--- src/core/adc_flag_pkg.sv ---
// package: register map, field layout and reset values of the adc flag logic
package adc_flag_pkg;
  localparam int NUM_CH = 8;
  localparam int RES_W = 10;
  // register byte offsets
  localparam logic [7:0] OFF_CTRL = 8'h00;
  localparam logic [7:0] OFF_MODE = 8'h04;
  localparam logic [7:0] OFF_CHEN = 8'h10;
  localparam logic [7:0] OFF_CHDIS = 8'h14;
  localparam logic [7:0] OFF_CHSTAT = 8'h18;
  localparam logic [7:0] OFF_STATUS = 8'h1c;
  localparam logic [7:0] OFF_LAST = 8'h20;
  localparam logic [7:0] OFF_IRQ_STAT = 8'h24;
  localparam logic [7:0] OFF_IRQ_MASK = 8'h28;
  localparam logic [7:0] OFF_RESULT0 = 8'h30;
  // field positions
  localparam int CTRL_START_BIT = 1;
  localparam int MODE_SLEEP_BIT = 5;
  localparam int ST_OVR_LSB = 8;
  localparam int ST_DATA_READY_FLAG_BIT = 16;
  localparam int ST_GOVR_BIT = 17;
  localparam int ST_ASLEEP_BIT = 18;
  localparam int LAST_CH_LSB = 12;
  // interrupt status bits
  localparam int IRQ_EOC_BIT = 0;
  localparam int IRQ_DATA_READY_FLAG_BIT = 1;
  localparam int IRQ_GOVR_BIT = 2;
  localparam int IRQ_OVR_BIT = 3;
  localparam int IRQ_W = 4;
  // reset values
  localparam logic [31:0] RST_ZERO = 32'h0000_0000;
  localparam logic [31:0] UNMAPPED_VAL = 32'h0000_0000;
endpackage

--- src/core/adc_status_flag_logic.sv ---
// adc status flags, result registers and avalon-mm register slave
`timescale 1ns/1ps
module adc_status_flag_logic #(
  parameter int NCH = adc_flag_pkg::NUM_CH,
  parameter int RW = adc_flag_pkg::RES_W
) (
  // clock and reset
  input wire logic sys_clk,
  input wire logic reset_n,
  // avalon-mm slave
  input wire logic [7:0] avs_address,
  input wire logic avs_read,
  input wire logic avs_write,
  input wire logic [31:0] avs_writedata,
  output logic [31:0] avs_readdata,
  output logic avs_waitrequest,
  // conversion core
  input wire logic conv_eoc,
  input wire logic [$clog2(NCH)-1:0] conv_ch,
  input wire logic [RW-1:0] conv_data,
  output logic conv_start,
  output logic [NCH-1:0] chan_enable,
  output logic conv_sleep,
  // interrupt
  output logic irq
);
  import adc_flag_pkg::*;
  localparam int CW = $clog2(NCH);

  // registers
  logic [NCH-1:0] chen_r;
  logic sleep_cfg_r;
  logic asleep_r;
  logic start_r;
  logic data_ready_flag_r;
  logic govr_r;
  logic [RW-1:0] last_data_r;
  logic [CW-1:0] last_ch_r;
  logic [IRQ_W-1:0] irq_stat_r;
  logic [IRQ_W-1:0] irq_mask_r;
  logic ack_r;
  logic [31:0] rdata_r;
  logic [NCH-1:0] done_w;
  logic [NCH-1:0] ovr_w;
  logic [RW-1:0] store_rd;

  // bus decode
  wire acc = (avs_read | avs_write) & ~ack_r;
  wire rd = avs_read & ~ack_r;
  wire wr = avs_write & ~ack_r;
  wire wr_ctrl = wr && avs_address == OFF_CTRL;
  wire wr_mode = wr && avs_address == OFF_MODE;
  wire wr_chen = wr && avs_address == OFF_CHEN;
  wire wr_chdis = wr && avs_address == OFF_CHDIS;
  wire wr_imask = wr && avs_address == OFF_IRQ_MASK;
  wire wr_istat = wr && avs_address == OFF_IRQ_STAT;
  wire rd_status = rd && avs_address == OFF_STATUS;
  wire rd_last = rd && avs_address == OFF_LAST;
  wire in_res = avs_address >= OFF_RESULT0 &&
                avs_address < OFF_RESULT0 + 8'(4 * NCH) &&
                avs_address[1:0] == 2'b00;
  wire [7:0] res_off = avs_address - OFF_RESULT0;
  wire [CW-1:0] res_ch = res_off[CW+1:2];
  wire rd_res = rd && in_res;

  // conversion end qualified by the channel's enable at that moment
  wire ch_en_now = chen_r[conv_ch];
  wire eoc_ok = conv_eoc & ch_en_now;

  // per-channel done and overrun flags
  genvar g;
  generate
    for (g = 0; g < NCH; g++) begin : g_ch
      wire clr_d = (rd_res && res_ch == CW'(g)) ||
                   (rd_last && last_ch_r == CW'(g));
      adc_chan_flags u_flags (
        .sys_clk(sys_clk),
        .reset_n(reset_n),
        .eoc_ev(conv_eoc && conv_ch == CW'(g)),
        .enabled(chen_r[g]),
        .clr_done(clr_d),
        .clr_ovr(rd_status),
        .done_r(done_w[g]),
        .ovr_r(ovr_w[g])
      );
    end
  endgenerate

  // result array
  adc_result_store #(.NCH(NCH), .RW(RW)) u_store (
    .sys_clk(sys_clk),
    .reset_n(reset_n),
    .wr_en(eoc_ok),
    .wr_ch(conv_ch),
    .wr_data(conv_data),
    .rd_ch(res_ch),
    .rd_data(store_rd)
  );

  // global flags: set independent of reads or disables elsewhere
  wire data_ready_flag_set = eoc_ok;
  wire govr_set = eoc_ok & data_ready_flag_r;
  wire data_ready_flag_nxt = data_ready_flag_set | (data_ready_flag_r & ~rd_last);
  wire govr_nxt = govr_set | (govr_r & ~rd_status);
  wire any_ovr_set = eoc_ok & done_w[conv_ch];

  // channel enable set/clear
  wire [NCH-1:0] chen_nxt = wr_chen ? (chen_r | avs_writedata[NCH-1:0]) :
                            wr_chdis ? (chen_r & ~avs_writedata[NCH-1:0]) :
                            chen_r;

  // sleep entered only at a conversion end, left on clearing the setting
  wire asleep_nxt = (sleep_cfg_r & conv_eoc) |
                    (asleep_r & sleep_cfg_r);

  // interrupt events
  wire [IRQ_W-1:0] irq_ev;
  assign irq_ev[IRQ_EOC_BIT] = eoc_ok;
  assign irq_ev[IRQ_DATA_READY_FLAG_BIT] = data_ready_flag_set;
  assign irq_ev[IRQ_GOVR_BIT] = govr_set;
  assign irq_ev[IRQ_OVR_BIT] = any_ovr_set;
  wire [IRQ_W-1:0] istat_clr = wr_istat ? avs_writedata[IRQ_W-1:0] : '0;
  wire [IRQ_W-1:0] istat_nxt = irq_ev | (irq_stat_r & ~istat_clr);

  // read mux
  wire [31:0] status_w = {13'h0, asleep_r, govr_r, data_ready_flag_r,
                          8'(ovr_w), 8'(done_w)};
  wire [31:0] last_w = {16'h0, 4'(last_ch_r), 12'(last_data_r)};
  wire [31:0] rdata_nxt =
    (avs_address == OFF_MODE) ? 32'(sleep_cfg_r) << MODE_SLEEP_BIT :
    (avs_address == OFF_CHSTAT) ? 32'(chen_r) :
    (avs_address == OFF_STATUS) ? status_w :
    (avs_address == OFF_LAST) ? last_w :
    (avs_address == OFF_IRQ_STAT) ? 32'(irq_stat_r) :
    (avs_address == OFF_IRQ_MASK) ? 32'(irq_mask_r) :
    in_res ? 32'(store_rd) : UNMAPPED_VAL;

  // outputs
  assign avs_waitrequest = (avs_read | avs_write) & ~ack_r;
  assign avs_readdata = rdata_r;
  assign chan_enable = chen_r;
  assign conv_start = start_r;
  assign conv_sleep = asleep_r;
  assign irq = |(irq_stat_r & irq_mask_r);

  // bus handshake: one wait cycle then acknowledge
  always_ff @(posedge sys_clk or negedge reset_n) begin
    if (!reset_n) begin
      ack_r <= 1'b0;
      rdata_r <= RST_ZERO;
    end else begin
      ack_r <= acc;
      if (rd) begin
        rdata_r <= rdata_nxt;
      end
    end
  end

  // control registers
  always_ff @(posedge sys_clk or negedge reset_n) begin
    if (!reset_n) begin
      chen_r <= '0;
      sleep_cfg_r <= 1'b0;
      start_r <= 1'b0;
      irq_mask_r <= '0;
    end else begin
      chen_r <= chen_nxt;
      start_r <= wr_ctrl & avs_writedata[CTRL_START_BIT];
      if (wr_mode) begin
        sleep_cfg_r <= avs_writedata[MODE_SLEEP_BIT];
      end
      if (wr_imask) begin
        irq_mask_r <= avs_writedata[IRQ_W-1:0];
      end
    end
  end

  // status flags and last result
  always_ff @(posedge sys_clk or negedge reset_n) begin
    if (!reset_n) begin
      data_ready_flag_r <= 1'b0;
      govr_r <= 1'b0;
      asleep_r <= 1'b0;
      irq_stat_r <= '0;
      last_data_r <= '0;
      last_ch_r <= '0;
    end else begin
      data_ready_flag_r <= data_ready_flag_nxt;
      govr_r <= govr_nxt;
      asleep_r <= asleep_nxt;
      irq_stat_r <= istat_nxt;
      if (eoc_ok) begin
        last_data_r <= conv_data;
        last_ch_r <= conv_ch;
      end
    end
  end
endmodule // adc_status_flag_logic

--- src/core/adc_chan_flags.sv ---
// per-channel conversion-done and overrun flags
`timescale 1ns/1ps
module adc_chan_flags (
  // clock and reset
  input wire logic sys_clk,
  input wire logic reset_n,
  // events
  input wire logic eoc_ev,
  input wire logic enabled,
  input wire logic clr_done,
  input wire logic clr_ovr,
  // flags
  output logic done_r,
  output logic ovr_r
);
  import adc_flag_pkg::*;
  logic set_done;
  logic set_ovr;
  logic done_nxt;
  logic ovr_nxt;
  // a disabled channel never raises its done flag
  assign set_done = eoc_ev & enabled;
  assign set_ovr = set_done & done_r;
  // set beats clear
  assign done_nxt = set_done | (done_r & ~clr_done);
  assign ovr_nxt = set_ovr | (ovr_r & ~clr_ovr);
  // flag registers
  always_ff @(posedge sys_clk or negedge reset_n) begin
    if (!reset_n) begin
      done_r <= 1'b0;
      ovr_r <= 1'b0;
    end else begin
      done_r <= done_nxt;
      ovr_r <= ovr_nxt;
    end
  end
endmodule // adc_chan_flags

--- src/core/adc_result_store.sv ---
// per-channel result storage array
`timescale 1ns/1ps
module adc_result_store #(
  parameter int NCH = adc_flag_pkg::NUM_CH,
  parameter int RW = adc_flag_pkg::RES_W
) (
  // clock and reset
  input wire logic sys_clk,
  input wire logic reset_n,
  // write side
  input wire logic wr_en,
  input wire logic [$clog2(NCH)-1:0] wr_ch,
  input wire logic [RW-1:0] wr_data,
  // read side
  input wire logic [$clog2(NCH)-1:0] rd_ch,
  output logic [RW-1:0] rd_data
);
  import adc_flag_pkg::*;
  logic [RW-1:0] mem_r [NCH];
  assign rd_data = mem_r[rd_ch];
  // store one result per channel
  always_ff @(posedge sys_clk or negedge reset_n) begin
    if (!reset_n) begin
      for (int i = 0; i < NCH; i++) begin
        mem_r[i] <= '0;
      end
    end else if (wr_en) begin
      mem_r[wr_ch] <= wr_data;
    end
  end
endmodule // adc_result_store

--- config.mk ---
export PLATFORM = sky130hd
export DESIGN_NAME = adc_status_flag_logic
export DESIGN_NICKNAME = d
export VERILOG_FILES = /design/src/core/adc_flag_pkg.sv /design/src/core/adc_status_flag_logic.sv /design/src/core/adc_chan_flags.sv /design/src/core/adc_result_store.sv
export SDC_FILE = /design/constraint.sdc
export NUM_CORES = 1
export LEC_CHECK = 0
export ABC_CLOCK_PERIOD_IN_PS = 4900
export BUFFER_PORTS_ARGS = -buffer_cell sky130_fd_sc_hd__buf_4
export CORE_ASPECT_RATIO = 1.1
export CORE_MARGIN = 4
export CORE_UTILIZATION = 60
export CTS_BUF_LIST = sky130_fd_sc_hd__clkbuf_4
export CTS_CLUSTER_SIZE = 14
export DETAILED_ROUTE_END_ITERATION = 12
export GPL_TIMING_DRIVEN = 0
export PLACE_DENSITY = 0.94
export SLEW_MARGIN = 20
export SYNTH_ARGS = -nofsm -noshare
export SYNTH_HDL_FRONTEND = slang
export SYNTH_HIERARCHICAL = 1
export SYNTH_SLANG_ARGS = --single-unit
export TNS_END_PERCENT = 30
--- constraint.sdc ---
create_clock -name sys_clk -period 4.9 [get_ports sys_clk]
set_input_delay 0.49 -clock sys_clk [delete_from_list [all_inputs] [get_ports sys_clk]]
set_output_delay 0.49 -clock sys_clk [all_outputs]
set_load 0.1 [all_outputs]
# [After elaboration in Yosys (flattened, before gate mapping)]
# Index checks and enable logic that the tools add are counted.
# W data, S select, Z words.
[totals] latchBits=0 word_cells=226 ram_bits=0 register_bits=163 rom_bits=0 mem_count=0
[classes] bitwise=83 magnitude_cmp=6 shift=0 addsub=1 n_eq_ne=29 reduce_logical=51 n_mux=20 n_mul=0 n_div=0
[ops] operator="$bwmux W80" count=1
[ops] operator="$mux W10" count=6
[ops] operator="$mux W19" count=3
[ops] operator="$and A1 B1 Y1" count=43
[ops] operator="$eq A3 B3 Y1 const B" count=12
[ops] operator="$logic_and A1 B1 Y1" count=36
[ops] operator="$eq A8 B5 Y1 const B" count=4
[ops] operator="$bmux W10 S3" count=1
[ops] operator="$demux W10 S3" count=1
[ops] operator="$eq A8 B6 Y1 const B" count=3
[ops] operator="$or A1 B1 Y1" count=20
[ops] operator="$eq A3 B2 Y1 const B" count=6
[ops] operator="$mux W8" count=2
[ops] operator="$mux W15" count=1
[ops] operator="$not A1 Y1" count=11
[ops] operator="$eq A3 B1 Y1 const B" count=3
[ops] operator="$logic_not A3 Y1" count=3
[ops] operator="$and A4 B4 Y4" count=2
[ops] operator="$and A8 B8 Y8" count=1
[ops] operator="$eq A8 B3 Y1 const B" count=1
[ops] operator="$ge A4 B4 Y1 const B" count=2
[ops] operator="$ge A8 B6 Y1 const B" count=1
[ops] operator="$logic_not A8 Y1" count=1
[ops] operator="$logic_or A1 B1 Y1" count=8
[ops] operator="15 further kinds" count=18

# [Depth between registers and ports, before layout]
# Gate-level depths: netlist (run 1).
[logic_depth] ltp_word=12 mapped_depth=9 mapped_depth_nobuf=6

# [Modules after synthesis]
# Netlist (run 1), hierarchy kept.
[modules_own_cells] module="adc_result_store" seq_area_each_um2=2001.9 cells_each=210 instances=1 area_per_inst_um2=3694.8
[modules_own_cells] module="adc_status_flag_logic" seq_area_each_um2=1351.3 cells_each=318 instances=1 area_per_inst_um2=3195.6
[modules_own_cells] module="adc_chan_flags" seq_area_each_um2=50.0 cells_each=7 instances=8 area_per_inst_um2=85.1

# [Least setup slack after synthesis (run 1)]
# OpenSTA, ideal clock, no wires.
[synth_timing] path_kind="register to register" start="register (tool-made name)" end="register u_store/mem_r[70] (netlist name)" setup_ps=125 t_arrival_ps=2690 path_stages_with_launch=9 path_slack_ps=2085 period_less_slack_ps=2815 path_cell_list="dfrtp_1 mux4_2 mux2_2 nand2_2 inv_2 buf_6 nor4b_1 buf_2 mux2_2"
[synth_rtl] element="end signal: indexed assignment" line_no="adc_result_store.sv:28" text="mem_r[wr_ch] <= wr_data;"
[synth_rtl] element="end: declaration" line_no="adc_result_store.sv:19" text="logic [RW-1:0] mem_r [NCH];"

==> qor.yml, run 1 <==
numCtsBuffers: 17
crit_top_cell: "mux2_2"
ctsHtreeMaxLevel: 4
cp-end-kind: "flop"
maxSlewViolCount: 0
grt_pass1_vias: 5625
fin_crit_sh_pct: 55.3
cp-start-kind: "flop"
hp-start: "avs_writedata[2]"
rsz0062_at_grt: "no"
vias_per_cell: 6.21
slowest_delay_ps: 530
final_common_cell: "dfrtp_1"
antenna_found_initial: 0
ios: 102
timing.final.ws_setup_ps: 2190
slew_headroom_pct: 32.2
firstDrtPassIters: 5
clock_latency_ps: 570
yosys.area.top_type: "dfrtp_1"
drtIter0Drc: 331
power_frac_comb_pct: 12.1
wl_per_cell_um: 21.7
ys.flop_type: "dfrtp_1"
async_flop_share_pct: 100
avgSynthCellArea_um2: 13.0
seq_power_share_pct: 56.4
fmax_mhz: 369
setup_viol: 0
cts_sinks: 150
intPower_mw: 1.59
cts_resized: 0
wl_met1_mm: 7.19
dp_hpwl_mm: 13.9
ys_seq_area_share_pct: 49.6
hp-class: "input pin to flop"
grt_usage_pct: 26.8
die-width_um: 115
dr_wl_met2_mm: 9.64
grt_overflow: 0
worstPathRequired_ps: 5340
synth_top_cell_area_share_pct: 49.6
nets: 736
tightest_slew_ps: 1010
power_frac_clock_pct: 31.5
io_buffers: 61
n_antenna_cell: 0
hold_end: "irq_mask_r[2]"
clk_pin_slew_ps: 130
core_um2: 12200
finalHoldViolCount: 0
critPathKind: "flop to flop"
area_delta_synth_final_pct: 13.1
hold_path_depth: 2
ys_ff_latch: 150
die_y_um: 126
power_density_nw_per_um2: 262
post_route_cells_drive_above_1_share_pct: 40.1
place_congestion: 0.926
tns_ps: 0
switching_share_pct: 29.1
top_layer: "met4"
path_cells: "mux4_2 -> mux2_2 -> nand2_2 -> inv_2 -> buf_6 -> nand4b_1 -> buf_2 -> mux2_2"
reg2regPathDepth: 8
start_util_pct: 62.1
power_switching_uw: 652
total_leakage_power_nw: 4.21
grt_max_degree: 79
slowest_stage: "mux4_2"
syn_area_um2: 7570
crit_fanout: 17
synth_edf_count: 0
vias: 5249
arrival_ps: 3150
ir_drop_mv: 0.213
ant_nets: 0
layout_min_cycle_time_ps: 2710
ctsHoldBuffers: 1
fin_skew_ps: 18.8
wl_met3_mm: 1.06
syn-instance-count: 584
drc: 0
status: "completed"
placementRows: 42
layout_common_cells: "dfrtp_1 (150), mux2_2 (109), buf_4 (75), nand2_1 (49), mux4_1 (20)"
cts_tree: "done"
pre_cts_ws_ps: 1850
wirelength_mm: 18.4
dieArea_um2: 14500
yosysWarnings: 6
ys_types: 61
clk_path_buf_depth: 2
regToRegSetupSlack_ps: 2190
grt_pass1_wl_mm: 29.9
maxCapViolCount: 0
post-cts-setup-buffer-count: 0
r2r_end: "u_store/mem_r[20]"
synth.area.top_cells: "dfrtp_1 (50%), mux2_2 (16%), mux4_1 (6.9%)"
root_buffer: "clkbuf_4"
==> stage by stage <==
step	hold slack (ps)	power, mW	std cells	util [%]	area (µm²)
after floorplan	194	1.46	596	-	7620
after global placement	464	1.55	811	67.8	8270
after detailed placement	471	1.56	812	68.1	8300
after CTS	148	2.25	845	70.2	8560
after global routing	154	2.33	845	70.3	8570
final	182	2.24	845	70.3	8570
==> critical path: cells and delay by family (launching register included) <==
| kind | cells | cell delay (ps) |
|---|---|---|
| buf+inv | 3 | 560 |
| mux | 3 | 1200 |
| simple gates | 2 | 300 |
| flops | 1 | 520 |
==> layout make-up <==
type                            count  area [µm²]
Tap cell                          154         193
Timing Repair Buffer               63         503
Buffer                             42         258
Inverter                           19        71.3
Clock buffer                       19         143
Multi-Input combinational cell    385        3540
Sequential cell                   150        3750
Clock inverter                     13         106
Fill cell                         828        3630
==> power by group through the flow <==
stage                     clock network (mW)  registers [mW]  logic (mW)
after CTS                              0.718            1.26       0.270
after global routing                   0.770            1.27       0.289
final                                  0.706            1.26       0.271
after global placement                     0            1.29       0.257
after detailed placement                   0            1.29       0.269
after floorplan                            0            1.31       0.143
==> flip-flops by register name (all words and copies together), names as in the netlist, 3 cells and up, named ones only <==
| register | flops |
|---|---|
| last_data_r | 10 |
| irq_mask_r | 4 |
| g_ch.u_flags/done_r | 8 |
| last_ch_r | 3 |
| irq_stat_r | 4 |
| g_ch.u_flags/ovr_r | 8 |
| avs_readdata | 19 |
| u_store/mem_r | 80 |
==> worst max path at each step <==
stage / start / to / slack [ps] / depth (start not counted)
floorplan: flop / u_store/mem_r[70] / 2080 / 8
global placement: conv_ch[2] / u_store/mem_r[20] / 1910 / 10
detailed placement: conv_ch[2] / u_store/mem_r[29] / 1850 / 10
CTS: flop / u_store/mem_r[20] / 2220 / 8
global route: flop / u_store/mem_r[76] / 2090 / 8
finish: flop / u_store/mem_r[20] / 2190 / 8
==> synthesized netlist by cell type, types with 6 or more instances <==
cell type,count
dfrtp_1,150
nor2b_1,6
nor3_1,10
o22ai_1,7
nand2b_1,8
buf_4,15
mux2_2,109
clkbuf_1,10
o21ai_0,12
mux2_4,6
nand2_1,49
mux4_1,20
o22ai_2,8
o21ai_2,8
inv_1,18
o21ai_1,11
nand2_2,9
a221oi_1,8
buf_2,11
mux4_2,6
nor2_1,18
==> logic make-up (layout without fill, tap and decap cells) <==
kind of cell | Yosys count | in the layout | share of synthesized area (%)
simple gates | 133 | 133 | 10.0
buf+inv | 61 | 156 | 4.35
other cells | 1 | 13 | 0.0495
flops | 150 | 150 | 49.6
mux | 142 | 142 | 26.3
compound gates | 97 | 97 | 9.72
==> layer usage <==
metal | vias up | track usage [%]
met5 | - | 0
met4 | 0 | 9.60
met3 | 39 | 5.28
met2 | 176 | 46.0
met1 | 2679 | 33.6
li1 | 2355 | -
Note: power is estimated with default switching activity, not from simulation.
==> run 2: changes to the inputs <==
ABC_CLOCK_PERIOD_IN_PS = 2600   (was 4900)
clock period = 2.6 ns   (was 4.9 ns; I/O delays follow)
==> qor.yml, run 2 (synthesis results as in run 1) <==
timing.final.ws_setup_ps: 81.9
numCtsBuffers: 17
critPathKind: "flop to flop"
die-width_um: 115
firstDrtPassIters: 5
tightest_slew_ps: 985
cp-end-kind: "flop"
final_common_cell: "dfrtp_1"
crit_fanout: 17
layout_min_cycle_time_ps: 2520
finalHoldViolCount: 0
maxCapViolCount: 0
pre_cts_ws_ps: -136
fin_crit_sh_pct: 96.8
clk_path_buf_depth: 2
fin_skew_ps: 14.5
final_cell_count_no_fill: 878
die_y_um: 126
finalPower_mw: 4.65
setup_viol: 0
power_density_nw_per_um2: 518
dieArea_um2: 14500
hold_ws_ps: 74.7
ant_nets: 0
power_frac_comb_pct: 11.4
fmax_mhz: 397
ios: 102
placementRows: 42
switching_share_pct: 27.1
cts_sinks: 150
grt_overflow: 0
core_um2: 12200
largest_register_ff_count: 80
cts_tree: "done"
rsz0062_at_grt: "no"
grt_pass1_vias: 5550
post_route_cells_drive_above_1_share_pct: 41.4
vias: 5359
arrival_ps: 2980
ir_drop_mv: 0.446
ctsHtreeMaxLevel: 4
grt_usage_pct: 27.2
tns_ps: 0
cp-start-kind: "flop"
n_fill_cell: 789
seq_power_share_pct: 51.2
drc: 0
worstPathRequired_ps: 3060
layout_common_cells: "dfrtp_1 (142), mux2_2 (109), buf_4 (88), nand2_1 (49), dlygate4sd3_1 (22)"
area_delta_synth_final_pct: 18.6
clock_latency_ps: 580
dp_cells: 812
maxSlewViolCount: 0
antenna_found_initial: 0
root_buffer: "clkbuf_4"
clk_pin_slew_ps: 120
place_congestion: 0.921
hp-class: "input pin to flop"
grt_pass1_wl_mm: 30.1
intPower_mw: 3.39
power_frac_clock_pct: 37.4
slew_headroom_pct: 33.8
drtIter0Drc: 391
io_buffers: 61
vias_per_cell: 6.10
status: "completed"
nets: 769
power_switching_mw: 1.26
wl_per_cell_um: 21.7
regMostFlops: "u_store/mem_r"
n_antenna_cell: 0
dp_hpwl_mm: 13.6
wirelength_mm: 19.0
grt_max_degree: 96
start_util_pct: 62.1
total_leakage_power_nw: 4.41
==> run 2: changes by cell type in the layout (fill, tap and decap cells not counted), moves of 3 or more <==
| cell | before | now |
|---|---|---|
| dlygate4sd3_1 | 1 | 22 |
| bufinv_16 | 1 | 5 |
| dfrtp_2 | 0 | 8 |
| buf_4 | 75 | 88 |
| dfrtp_1 | 150 | 142 |
| buf_2 | 11 | 8 |
| clkinv_1 | 4 | 0 |
==> run 2: stage by stage <==
stage / util [%] / area [µm²]
finish: 73.7 / 8980
detailed placement: 68.2 / 8310
floorplan: - / 7630
CTS: 72.9 / 8880
global placement: 67.9 / 8280
global route: 73.7 / 8980
==> run 2: worst max-delay path, cell delays in order, from the launching register on <==
cell and delay (ps):
dfrtp_2 460, mux4_2 490, mux2_2 290, nand2_2 140, inv_2 90, buf_6 180
and4bb_2 240, buf_2 200, mux2_2 310
==> run 2: power by group through the flow <==
stage | clock [mW] | combinational [mW] | sequential (mW)
finish | 1.74 | 0.531 | 2.38
global route | 1.86 | 0.569 | 2.39
CTS | 1.77 | 0.530 | 2.38
detailed placement | 0 | 0.504 | 2.43
global placement | 0 | 0.483 | 2.43
floorplan | 0 | 0.269 | 2.47
==> run 2: what timing repair did <==
item | CTS | global route
endpoints found under the setup margin | 0 | 68
buffers inserted | 0 | 13
hold buffers | 22 | 0
gates resized for setup | 0 | 2
hold endpoints to repair | 157 | 0
==> run 2: final timing paths <==
path	depth (start not counted)	start	end	slack, ps
max	8	flop	u_store/mem_r[37]	80
min reg2reg	2	avs_readdata[10]	avs_readdata[10]	490
max in group asynchronous	3	reset_n	asynchronous set/reset pin	1600
min in group asynchronous	2	reset_n	u_store/mem_r[77]	190
max reg2reg	8	flop	u_store/mem_r[37]	80
min	3	avs_write	sleep_cfg_r	70
==> run 2: layout make-up <==
type | instances | area (µm²) | area share, %
buffer | 41 | 258 | 2.87
inverter | 19 | 71.3 | 0.794
timing repair buffer | 97 | 811 | 9.03
multi-input combinational | 385 | 3530 | 39.3
clock inverter | 15 | 225 | 2.51
sequential | 150 | 3760 | 41.9
tap | 154 | 193 | 2.15
clock buffer | 17 | 128 | 1.42
==> run 2: metal layers <==
metal,wire length [µm],track usage (%),up-vias
li1,-,-,2420
met3,1090,4.99,51
met1,7430,34.7,2686
met5,0,0,-
met4,609,12.1,0
met2,9890,45.2,202
